--- src/hw/psq_pkg.sv ---
// Shared constants and types for the program sequencer core
package psq_pkg;

  // ----------------------------------------------------------------
  // Widths and vectors
  // ----------------------------------------------------------------
  localparam int PC_W = 10;
  localparam int INSTR_W = 13;
  localparam int STACK_DEPTH = 2;
  localparam logic [9:0] RESET_VECTOR = 10'h000;
  localparam logic [9:0] TIMEBASE_VECTOR = 10'h008;
  localparam logic [1:0] STACK_FULL_LVL = 2'h2;

  // ----------------------------------------------------------------
  // Register map and fields
  // ----------------------------------------------------------------
  localparam logic [11:0] OFF_PC_LOW_BYTE = 12'h000;
  localparam logic [11:0] OFF_CORE_STATUS = 12'h004;
  localparam int CORE_ACC_LSB = 0;
  localparam int CORE_FLAG_LSB = 8;
  localparam int CORE_LVL_LSB = 12;
  localparam int CORE_PEND_BIT = 14;
  localparam int CORE_EMI_BIT = 15;
  localparam int CORE_DUMMY_BIT = 16;

  // ----------------------------------------------------------------
  // Instruction word layout
  // ----------------------------------------------------------------
  localparam int INS_BRANCH_BIT = 12;
  localparam int INS_CALL_BIT = 10;
  localparam int INS_OP_MSB = 11;
  localparam int INS_OP_LSB = 7;
  localparam logic [12:0] INSTR_NOP = 13'h0000;

  typedef enum logic [3:0] {
    PH_T1 = 4'h1,
    PH_T2 = 4'h2,
    PH_T3 = 4'h4,
    PH_T4 = 4'h8
  } psq_phase_t;

  typedef enum logic [4:0] {
    OP_NOP = 5'h00, OP_MOVI = 5'h01, OP_ADDI = 5'h02, OP_ADCI = 5'h03,
    OP_SUBI = 5'h04, OP_SBCI = 5'h05, OP_ANDI = 5'h06, OP_ORI = 5'h07,
    OP_XORI = 5'h08, OP_CPLA = 5'h09, OP_RRA = 5'h0a, OP_RLA = 5'h0b,
    OP_RRCA = 5'h0c, OP_RLCA = 5'h0d, OP_INCA = 5'h0e, OP_DECA = 5'h0f,
    OP_SWAPA = 5'h10, OP_DAA = 5'h11, OP_SZA = 5'h12, OP_SNZA = 5'h13,
    OP_RET = 5'h14, OP_INTERRUPT_RETURN_OP = 5'h15, OP_MOVPCL = 5'h16, OP_RETA = 5'h17,
    OP_EI = 5'h18
  } psq_op_t;

  typedef struct packed {
    logic ov;
    logic z;
    logic ac;
    logic c;
  } psq_flags_t;

  localparam psq_flags_t FLAGS_RESET = 4'h0;

endpackage : psq_pkg

--- src/hw/psq_sequencer.sv ---
// Program sequencer: phases, program counter, stack, ALU and APB slave
//
// The APB slave port and the register offsets were decided locally.
`timescale 1ns/1ps
// Functional notes
// - System clock splits into four phases; four phases form one cycle.
// - Program counter advances and a fetch starts at first phase.
// - Fetch overlaps execute; control transfers cost one extra cycle.
// - Program counter increments by one unless control is transferred.
// - Program counter is ten bits; only low byte is software visible.
// - Low byte write jumps within current page with one dummy cycle.
// - Taken skip discards fetched instruction and runs a dummy cycle.
// - Jumps, calls, interrupts and reset load target address directly.
// - Two-entry return stack, not readable or writable by software.
// - Call or interrupt pushes counter; returns restore it from stack.
// - Reset sets stack pointer to top of stack.
// - Interrupt pends but is not acknowledged while stack is full.
// - Call on full stack still runs; oldest saved address is lost.
// - Eight-bit ALU for arithmetic, logic, rotate, step and branches.
// - ALU operations update carry, borrow and other status flags.
// - Immediate data carries only a low nibble; high nibble is zero.
// - Reset starts at address zero; time-base interrupt has fixed entry.
module psq_sequencer
  import psq_pkg::*;
(
  // Clock and reset
  input wire logic clk,
  input wire logic resetn,
  // APB slave
  input wire logic psel,
  input wire logic penable,
  input wire logic pwrite,
  input wire logic [11:0] paddr,
  input wire logic [31:0] pwdata,
  output logic [31:0] prdata,
  output logic pready,
  output logic pslverr,
  // Program memory
  output logic [PC_W-1:0] progAddr,
  input wire logic [INSTR_W-1:0] progData,
  // Time-base interrupt and phase view
  input wire logic intReq,
  output logic intAck,
  output logic [3:0] instrPhase
);

  // ----------------------------------------------------------------
  // State
  // ----------------------------------------------------------------
  psq_phase_t phase_ff;
  logic [PC_W-1:0] pc_ff, progAddr_ff;
  logic [INSTR_W-1:0] exec_ff;
  logic dummy_ff, intPend_ff, emi_ff, pclReq_ff, intAck_ff;
  logic [7:0] acc_ff, pclData_ff;
  psq_flags_t flags_ff;
  logic [1:0] lvl_ff;
  logic wrIdx_ff;
  logic pready_ff, pslverr_ff;
  logic [31:0] prdata_ff;

  // ----------------------------------------------------------------
  // Decode
  // ----------------------------------------------------------------
  wire live = ~dummy_ff;
  wire cycleEnd = (phase_ff == PH_T4);
  wire isJmp = live & exec_ff[INS_BRANCH_BIT];
  wire isCall = isJmp & exec_ff[INS_CALL_BIT];
  wire [PC_W-1:0] jmpTarget = exec_ff[PC_W-1:0];
  wire isOp = live & ~exec_ff[INS_BRANCH_BIT];
  wire [4:0] opRaw = exec_ff[INS_OP_MSB:INS_OP_LSB];
  wire [7:0] imm8 = {4'h0, exec_ff[3:0]};
  wire accZero = (acc_ff == 8'h00);
  wire isRet = isOp & ((opRaw == OP_RET) | (opRaw == OP_INTERRUPT_RETURN_OP)
    | (opRaw == OP_RETA));
  wire isReti = isOp & (opRaw == OP_INTERRUPT_RETURN_OP);
  wire skipTaken = isOp & (((opRaw == OP_SZA) & accZero)
    | ((opRaw == OP_SNZA) & ~accZero));
  wire pclWrite = isOp & (opRaw == OP_MOVPCL);
  wire instrBranch = isJmp | isRet | skipTaken | pclWrite;
  wire stackFull = (lvl_ff == STACK_FULL_LVL);
  // Full stack holds off the acknowledge, the request stays pending
  wire intAckNow = ~instrBranch & intPend_ff & emi_ff & ~stackFull;
  wire applyPcl = pclReq_ff & ~instrBranch & ~intAckNow;
  wire takeBranch = instrBranch | intAckNow | applyPcl;
  wire doPush = isCall | intAckNow;
  wire doPop = isRet;
  wire [PC_W-1:0] stackTop;
  wire stackRdIdx = wrIdx_ff - 1'b1;

  // ----------------------------------------------------------------
  // Branch target
  // ----------------------------------------------------------------
  // Page bits come from the fetch address: same page as the instruction
  wire [1:0] curPage = progAddr_ff[PC_W-1:8];
  wire [PC_W-1:0] target =
    isJmp ? jmpTarget :
    isRet ? stackTop :
    skipTaken ? pc_ff :
    pclWrite ? {curPage, acc_ff} :
    intAckNow ? TIMEBASE_VECTOR :
    {curPage, pclData_ff};

  // ----------------------------------------------------------------
  // ALU
  // ----------------------------------------------------------------
  logic [7:0] aluRes, addB;
  logic aluCin, accWr, flgWr;
  psq_flags_t aluFlags;
  logic [8:0] sum9, daaT, daaR;
  logic [4:0] sum5;

  always_comb begin
    addB = imm8;
    aluCin = 1'b0;
    unique case (opRaw)
      OP_SUBI: begin
        addB = ~imm8;
        aluCin = 1'b1;
      end
      OP_SBCI: begin
        addB = ~imm8;
        aluCin = flags_ff.c;
      end
      OP_ADCI: aluCin = flags_ff.c;
      OP_INCA: begin
        addB = 8'h00;
        aluCin = 1'b1;
      end
      OP_DECA: addB = 8'hff;
      default: begin
        addB = imm8;
        aluCin = 1'b0;
      end
    endcase
  end

  assign sum9 = {1'b0, acc_ff} + {1'b0, addB} + {8'h00, aluCin};
  assign sum5 = {1'b0, acc_ff[3:0]} + {1'b0, addB[3:0]} + {4'h0, aluCin};
  assign daaT = {1'b0, acc_ff}
    + (((acc_ff[3:0] > 4'h9) | flags_ff.ac) ? 9'h006 : 9'h000);
  assign daaR = daaT + (((daaT[7:4] > 4'h9) | flags_ff.c | daaT[8])
    ? 9'h060 : 9'h000);

  always_comb begin
    aluRes = acc_ff;
    aluFlags = flags_ff;
    accWr = 1'b1;
    flgWr = 1'b1;
    unique case (opRaw)
      OP_MOVI, OP_RETA: begin
        aluRes = imm8;
        flgWr = 1'b0;
      end
      OP_ADDI, OP_ADCI, OP_SUBI, OP_SBCI: begin
        aluRes = sum9[7:0];
        aluFlags.c = sum9[8];
        aluFlags.ac = sum5[4];
        aluFlags.ov = (acc_ff[7] == addB[7]) & (sum9[7] != acc_ff[7]);
      end
      OP_INCA, OP_DECA: aluRes = sum9[7:0];
      OP_ANDI: aluRes = acc_ff & imm8;
      OP_ORI: aluRes = acc_ff | imm8;
      OP_XORI: aluRes = acc_ff ^ imm8;
      OP_CPLA: aluRes = ~acc_ff;
      OP_RRA: begin
        aluRes = {acc_ff[0], acc_ff[7:1]};
        flgWr = 1'b0;
      end
      OP_RLA: begin
        aluRes = {acc_ff[6:0], acc_ff[7]};
        flgWr = 1'b0;
      end
      OP_RRCA: begin
        aluRes = {flags_ff.c, acc_ff[7:1]};
        aluFlags.c = acc_ff[0];
      end
      OP_RLCA: begin
        aluRes = {acc_ff[6:0], flags_ff.c};
        aluFlags.c = acc_ff[7];
      end
      OP_SWAPA: begin
        aluRes = {acc_ff[3:0], acc_ff[7:4]};
        flgWr = 1'b0;
      end
      OP_DAA: begin
        aluRes = daaR[7:0];
        aluFlags.c = flags_ff.c | daaT[8] | daaR[8];
      end
      default: begin
        accWr = 1'b0;
        flgWr = 1'b0;
      end
    endcase
    if (opRaw != OP_RRCA && opRaw != OP_RLCA) begin
      aluFlags.z = (aluRes == 8'h00);
    end
  end

  // Only a live instruction at its last phase commits results
  wire commitAcc = cycleEnd & isOp & accWr;
  wire commitFlg = cycleEnd & isOp & flgWr;

  // ----------------------------------------------------------------
  // Return stack
  // ----------------------------------------------------------------
  // Read data lags the pointer by one clock; the pointer only moves at
  // the last phase, so the top is settled long before the next use
  psq_stack_mem #(
    .WIDTH(PC_W),
    .DEPTH(STACK_DEPTH),
    .AW(1)
  ) u_stack (
    .clk(clk),
    .resetn(resetn),
    .wrEn(cycleEnd & doPush),
    .wrAddr(wrIdx_ff),
    .wrData(progAddr_ff),
    .rdAddr(stackRdIdx),
    .rdData_ff(stackTop)
  );

  // Pointer wraps, so a push on a full stack overwrites the oldest entry
  wire nxt_wrIdx = doPush ? ~wrIdx_ff : (doPop ? ~wrIdx_ff : wrIdx_ff);
  wire [1:0] nxt_lvl = doPush ? (stackFull ? lvl_ff : lvl_ff + 2'h1)
    : (doPop ? ((lvl_ff == 2'h0) ? lvl_ff : lvl_ff - 2'h1) : lvl_ff);

  always_ff @(posedge clk or negedge resetn) begin
    if (!resetn) begin
      wrIdx_ff <= 1'b0;
      lvl_ff <= 2'h0;
    end else if (cycleEnd) begin
      wrIdx_ff <= nxt_wrIdx;
      lvl_ff <= nxt_lvl;
    end
  end

  // ----------------------------------------------------------------
  // Phases, program counter and pipeline
  // ----------------------------------------------------------------
  wire [PC_W-1:0] nxt_fetch = takeBranch ? target : pc_ff;
  wire nxt_intPend = intReq | (intPend_ff & ~(cycleEnd & intAckNow));
  wire nxt_emi = (cycleEnd & (isReti | (isOp & (opRaw == OP_EI))))
    | (emi_ff & ~(cycleEnd & intAckNow));

  always_ff @(posedge clk or negedge resetn) begin
    if (!resetn) begin
      phase_ff <= PH_T1;
    end else begin
      unique case (phase_ff)
        PH_T1: phase_ff <= PH_T2;
        PH_T2: phase_ff <= PH_T3;
        PH_T3: phase_ff <= PH_T4;
        PH_T4: phase_ff <= PH_T1;
      endcase
    end
  end

  always_ff @(posedge clk or negedge resetn) begin
    if (!resetn) begin
      progAddr_ff <= RESET_VECTOR;
      pc_ff <= RESET_VECTOR + 10'h1;
      exec_ff <= INSTR_NOP;
      dummy_ff <= 1'b1;
    end else if (cycleEnd) begin
      progAddr_ff <= nxt_fetch;
      pc_ff <= nxt_fetch + 10'h1;
      exec_ff <= progData;
      dummy_ff <= takeBranch;
    end
  end

  always_ff @(posedge clk or negedge resetn) begin
    if (!resetn) begin
      acc_ff <= 8'h00;
      flags_ff <= FLAGS_RESET;
    end else begin
      if (commitAcc) begin
        acc_ff <= aluRes;
      end
      if (commitFlg) begin
        flags_ff <= aluFlags;
      end
    end
  end

  always_ff @(posedge clk or negedge resetn) begin
    if (!resetn) begin
      intPend_ff <= 1'b0;
      emi_ff <= 1'b0;
      intAck_ff <= 1'b0;
    end else begin
      intPend_ff <= nxt_intPend;
      emi_ff <= nxt_emi;
      intAck_ff <= cycleEnd & intAckNow;
    end
  end

  // ----------------------------------------------------------------
  // APB slave
  // ----------------------------------------------------------------
  wire apbSetup = psel & ~penable;
  wire apbDone = psel & penable & pready_ff;
  wire selPcl = (paddr == OFF_PC_LOW_BYTE);
  wire selCore = (paddr == OFF_CORE_STATUS);
  wire wrPcl = apbDone & pwrite & selPcl;
  // Core status is read-only; the stack itself is never mapped
  wire [31:0] coreWord = (32'(acc_ff) << CORE_ACC_LSB)
    | (32'(flags_ff) << CORE_FLAG_LSB) | (32'(lvl_ff) << CORE_LVL_LSB)
    | (32'(intPend_ff) << CORE_PEND_BIT) | (32'(emi_ff) << CORE_EMI_BIT)
    | (32'(dummy_ff) << CORE_DUMMY_BIT);
  wire [31:0] rdWord = selPcl ? {24'h000000, progAddr_ff[7:0]}
    : (selCore ? coreWord : 32'h00000000);
  wire badAccess = ~selPcl & ~(selCore & ~pwrite);
  // A new write wins over the clear of the previous one
  wire nxt_pclReq = wrPcl | (pclReq_ff & ~(cycleEnd & applyPcl));

  always_ff @(posedge clk or negedge resetn) begin
    if (!resetn) begin
      pready_ff <= 1'b0;
      pslverr_ff <= 1'b0;
      prdata_ff <= 32'h00000000;
      pclReq_ff <= 1'b0;
      pclData_ff <= 8'h00;
    end else begin
      pready_ff <= apbSetup;
      pslverr_ff <= apbSetup & badAccess;
      if (apbSetup) begin
        prdata_ff <= pwrite ? 32'h00000000 : rdWord;
      end
      pclReq_ff <= nxt_pclReq;
      if (wrPcl) begin
        pclData_ff <= pwdata[7:0];
      end
    end
  end

  assign prdata = prdata_ff;
  assign pready = pready_ff;
  assign pslverr = pslverr_ff;
  assign progAddr = progAddr_ff;
  assign intAck = intAck_ff;
  assign instrPhase = phase_ff;
endmodule : psq_sequencer

--- src/hw/psq_stack_mem.sv ---
// Return-address store with registered read data
`timescale 1ns/1ps
module psq_stack_mem #(
  parameter int WIDTH = 10,
  parameter int DEPTH = 2,
  parameter int AW = 1
) (
  // Clock and reset
  input wire logic clk,
  input wire logic resetn,
  // Write port
  input wire logic wrEn,
  input wire logic [AW-1:0] wrAddr,
  input wire logic [WIDTH-1:0] wrData,
  // Read port
  input wire logic [AW-1:0] rdAddr,
  output logic [WIDTH-1:0] rdData_ff
);

  logic [WIDTH-1:0] mem [DEPTH];

  always_ff @(posedge clk) begin
    if (wrEn) begin
      mem[wrAddr] <= wrData;
    end
  end

  always_ff @(posedge clk or negedge resetn) begin
    if (!resetn) begin
      rdData_ff <= '0;
    end else begin
      rdData_ff <= mem[rdAddr];
    end
  end

endmodule : psq_stack_mem

--- config.mk ---
export PLATFORM = sky130hd
export DESIGN_NAME = psq_sequencer
export DESIGN_NICKNAME = d
export VERILOG_FILES = /design/src/hw/psq_pkg.sv /design/src/hw/psq_sequencer.sv /design/src/hw/psq_stack_mem.sv
export SDC_FILE = /design/constraint.sdc
export NUM_CORES = 1
export LEC_CHECK = 0
export BUFFER_PORTS_ARGS = -buffer_cell sky130_fd_sc_hd__buf_2
export CORE_MARGIN = 4
export CORE_UTILIZATION = 55
export CTS_BUF_LIST = sky130_fd_sc_hd__clkbuf_8
export CTS_CLUSTER_DIAMETER = 150
export CTS_CLUSTER_SIZE = 24
export DETAILED_ROUTE_END_ITERATION = 16
export HOLD_SLACK_MARGIN = 0.03
export PLACE_DENSITY_LB_ADDON = 0.08
export SYNTH_ARGS = -nofsm -noshare
export SYNTH_HDL_FRONTEND = slang
export SYNTH_HIERARCHICAL = 1
export SYNTH_SLANG_ARGS = --single-unit
--- constraint.sdc ---
create_clock -name clk -period 6.5 [get_ports clk]
set_clock_uncertainty 0.15 [all_clocks]
set_input_delay 0.65 -clock clk [delete_from_list [all_inputs] [get_ports clk]]
set_output_delay 0.65 -clock clk [all_outputs]
set_load 0.02 [all_outputs]
==> results by group <==
Outcome
  • Status: finished, final reports clean

Synth
  • Simple-Gate Fraction of Synth Area: 18.1%
  • Synth Area in Adders: ~4.5%
  • Synth Area in Compound Gates: 18.5%
  • Yosys warns: 6
  • Main combinational cell family by area after synthesis: compound AO/OA/AOI/OAI gates
  • Cell Area, Synth: 0.00692 mm^2
  • Cells after Synth: about 740
  • XOR/XNOR Fraction of Synth Area: about 2.8%
  • Synth Register Bits: between 100 and 150
  • Synth Flop Type: dfrtp_1
  • EDFF count, synth: 20
  • Unique masters post-synth: 79
  • Sequential area share after synthesis: 42.7%
  • Post-synth ARST share: roughly 82%
  • Multiplexer area fraction after synthesis: under 10%
  • Syn avg cell area: around 9.3 um^2

Global routing
  • Busiest grt layer: met2
  • Antenna violations before repair: 0
  • Gr ovfl total: 0
  • M2 GR Usage: between 40% and 50%
  • Largest net degree at the start of global routing: between 60 and 70
  • Vias in the first global route: approximately 5800
  • GR Util met3: approximately 6.4%
  • All-Layer GR Usage: between 20% and 30%
  • First-pass GRT wire length: 31200 um
  • Met1 usage: ~36%

CTS
  • Post_cts resized: 0
  • Num CTS Buffers: 17
  • Root Buffer: clkbuf_8
  • Clock Latency Late Sink: around 0.46 ns
  • CTS Sinks: between 100 and 150
  • Max clock buf depth: 2
  • Max H-tree Level: 4
  • Clk pin slew, worst setup/hold paths: about 0.070 ns
  • TritonCTS clock tree: done
  • Number of setup buffers added after CTS: 0

Power and ir drop
  • Comb power frac: between 30% and 40%
  • Clk pwr share: 27.2%
  • Sw Pwr: 1.00 mW
  • Internal power: 1.60 mW
  • Total power: between 2 and 3 mW
  • Part of the power in registers: between 40% and 50%
  • VDD IR max: around 0.25 mV
  • Cell Pwr Density: 336 mW/mm^2
  • Switching Fraction: 38.6%
  • LEAKAGE: approximately 3.5 nW

Routing
  • Initial DRC count: between 500 and 600
  • Drt via density: between 6 and 7
  • Wire per inst: 19.9 um
  • Via Count: about 5900
  • Routed WL: slightly below 20000 um
  • First-pass iteration count of the detailed router: 5
  • DR DRC count: 0
  • ANT nets after route: 0

Worst setup path
  • Element type at the critical path end: flip-flop
  • Worst Path Class, Setup: reg2reg
  • CP startpoint kind: flip-flop
  • CP peak stage delay: approximately 0.7 ns
  • R2R cell count: 18
  • CP Data Arrival Time: about 4.8 ns
  • Most frequent CP cell: ha_1
  • Data required time at the worst endpoint: 6.68 ns
  • Buf/Inv on CP: 1
  • Slowest CP cell: dfrtp_1
  • CP top delay family: compound AO/OA/AOI/OAI gates
  • Cell Chain, Critical Path: or2_2 > a21o_1 > ha_1 > inv_1 > fa_1 > and3b_1 > nand2_1 > nor3_1 > o21ai_0 > nand3b_1 > ha_1 > ha_1 > o311ai_0 > a221oi_1 > nor3_1 > o22ai_1 > o21ai_0 > o41ai_1
  • Crit. path cell count: 18
  • Crit-path max FO: 12

Floorplan
  • Die width: around 120 um
  • Die Area: about 0.014 mm^2
  • I/O Pins: ~110
  • Initial Utilization: 56.9%
  • Die Y: around 120 um
  • Row cnt: 40
  • Core area: between 0.01 and 0.015 mm^2

Place
  • Quantity of I/O buffers inserted on ports: 72
  • DPL Wire Length: roughly 14000 um
  • Placer congestion estimate: approximately 0.92
  • Cell Area, Placed: between 0.007 and 0.008 mm^2
  • Setup WS pre-CTS: ~2.0 ns

STA
  • Period utilization: about 71%
  • Final hold violations: 0
  • Fmax: approximately 220 MHz
  • Setup_tns: 0 ns
  • Slew HR: 22.1%
  • Crit path time final: ~4.6 ns
  • Worst slew pin tran: roughly 1.2 ns
  • Final setup margin: 1.91 ns
  • RSZ-0062 raised after global routing: no
  • Pins Over Slew Limit: 0
  • # setup viols final: 0

Cells and area
  • Layout cell share with drive strength beyond 1: between 10% and 20%
  • Ant diodes: 0
  • Final instance area: between 0.007 and 0.008 mm^2
  • Total Nets Final: ~900
  • Layout Area Growth over Synthesis: 11.8%

Hold path
  • Hold Path Class: in2reg
  • Hold Path Stages: 2

Job
  • Max-Cap Viols: 0
-- layout make-up --
cell class                 count  area [um^2]
timing repair buffer          81          433
clock inverter                15          179
inverter                      25         93.8
fill                        1050         4430
tap                          168          210
sequential                   114         2960
clock buffer                  17          234
multi-input combinational    558         3620
-- final timing paths --
path,slack [ns],startpoint,to
setup / recovery,1.91,acc_ff[1],flags_ff[2]
hold / removal,0.22,intReq,intPend_ff
setup reg to reg,1.91,acc_ff[1],flags_ff[2]
hold reg to reg,0.33,u_stack/mem[1][7],u_stack/rdData_ff[7]
max in group asynchronous,4.50,resetn,pclData_ff[4]
min in group asynchronous,0.51,resetn,pslverr
-- placed cells by master (no fill, tap or decap), types with 8 or more instances in the layout --
cell	netlist	routed
nand2_1	122	122
a21oi_1	41	41
buf_2	1	71
conb_1	1	15
mux2_2	15	15
o21ai_0	57	57
a22o_1	12	12
nor3_1	19	19
nor2_1	41	41
clkbuf_8	0	17
nand3_1	12	12
nor2b_1	10	10
a31oi_1	8	8
buf_4	15	9
ha_1	20	20
inv_1	24	25
mux2_4	10	10
o22ai_1	9	9
xnor2_1	16	16
nand2b_1	13	13
mux2i_1	18	18
dfrtp_1	91	91
a221oi_1	9	9
edfxtp_1	20	20
-- layer usage --
| metal | vias up | part of all wire (%) |
|---|---|---|
| li1 | 2753 | - |
| met1 | 2855 | 41 |
| met2 | 245 | 48 |
| met3 | 50 | 6.7 |
| met4 | 0 | 3.5 |
| met5 | - | 0 |
-- cell usage after synthesis, drive strengths merged, types with 10 or more instances --
master	number	area, um^2
nand3	13	77.6
mux2i	19	203
ha	20	250
nand2b	13	81.3
clkbuf	37	139
edfxtp	20	601
o21ai	60	300
nand2	122	458
nor3	19	95.1
xnor2	16	140
dfrtp	91	2280
a22o	12	105
mux2	25	319
a21oi	41	205
buf	24	163
inv	25	93.8
nor2	41	154
nor2b	10	62.6
-- what timing repair did --
item,in CTS,in global routing
hold buffers,1,0
hold endpoints to repair,29,0
setup endpoints to repair,0,0
-- power by group through the flow --
stage          clock (mW)  sequential, mW  combinational [mW]
6_report            0.707            1.07               0.826
2_1_floorplan           0           0.994               0.635
5_1_grt             0.757            1.09               0.913
3_3_place_gp            0            1.07               0.793
3_5_place_dp            0            1.08               0.815
4_1_cts             0.720            1.06               0.821
-- flip-flops by register name (all words and copies together), names as in the netlist, 2 cells and up --
register	flops
acc_ff	8
prdata	17
lvl_ff	2
u_stack/mem	20
exec_ff	13
u_stack/rdData_ff	10
instrPhase	4
progAddr	10
pc_ff	10
pclData_ff	8
flags_ff	4
-- through the flow --
stage,hold WS [ns],utilization [%],instances
after detailed placement,0.314,60.1,945
after floorplan,0.204,-,758
after global routing,0.212,63.6,978
after global placement,0.311,60.1,945
final,0.223,63.6,978
after CTS,0.204,63.6,978
-- worst reg2reg max path: stages (launching register included) --
cell and delay (ns):
dfrtp_1 0.68, or2_2 0.23, a21o_1 0.15, ha_1 0.18
inv_1 0.06, fa_1 0.39, and3b_1 0.26, nand2_1 0.16
nor3_1 0.29, o21ai_0 0.14, nand3b_1 0.18, ha_1 0.19
ha_1 0.23, o311ai_0 0.16, a221oi_1 0.28, nor3_1 0.11
o22ai_1 0.11, o21ai_0 0.15, o41ai_1 0.38
-- logic make-up after synthesis --
kind of cell             count (synthesis)
AO/OA/AOI/OAI                          193
XOR/XNOR                                22
adder cells (fa/ha/maj)                 23
buffers and inverters                   86
flip-flops                             114
multiplexers                            44
other                                    1
AND/OR/NAND/NOR                        261
Note: power is estimated with default switching activity, not from simulation.
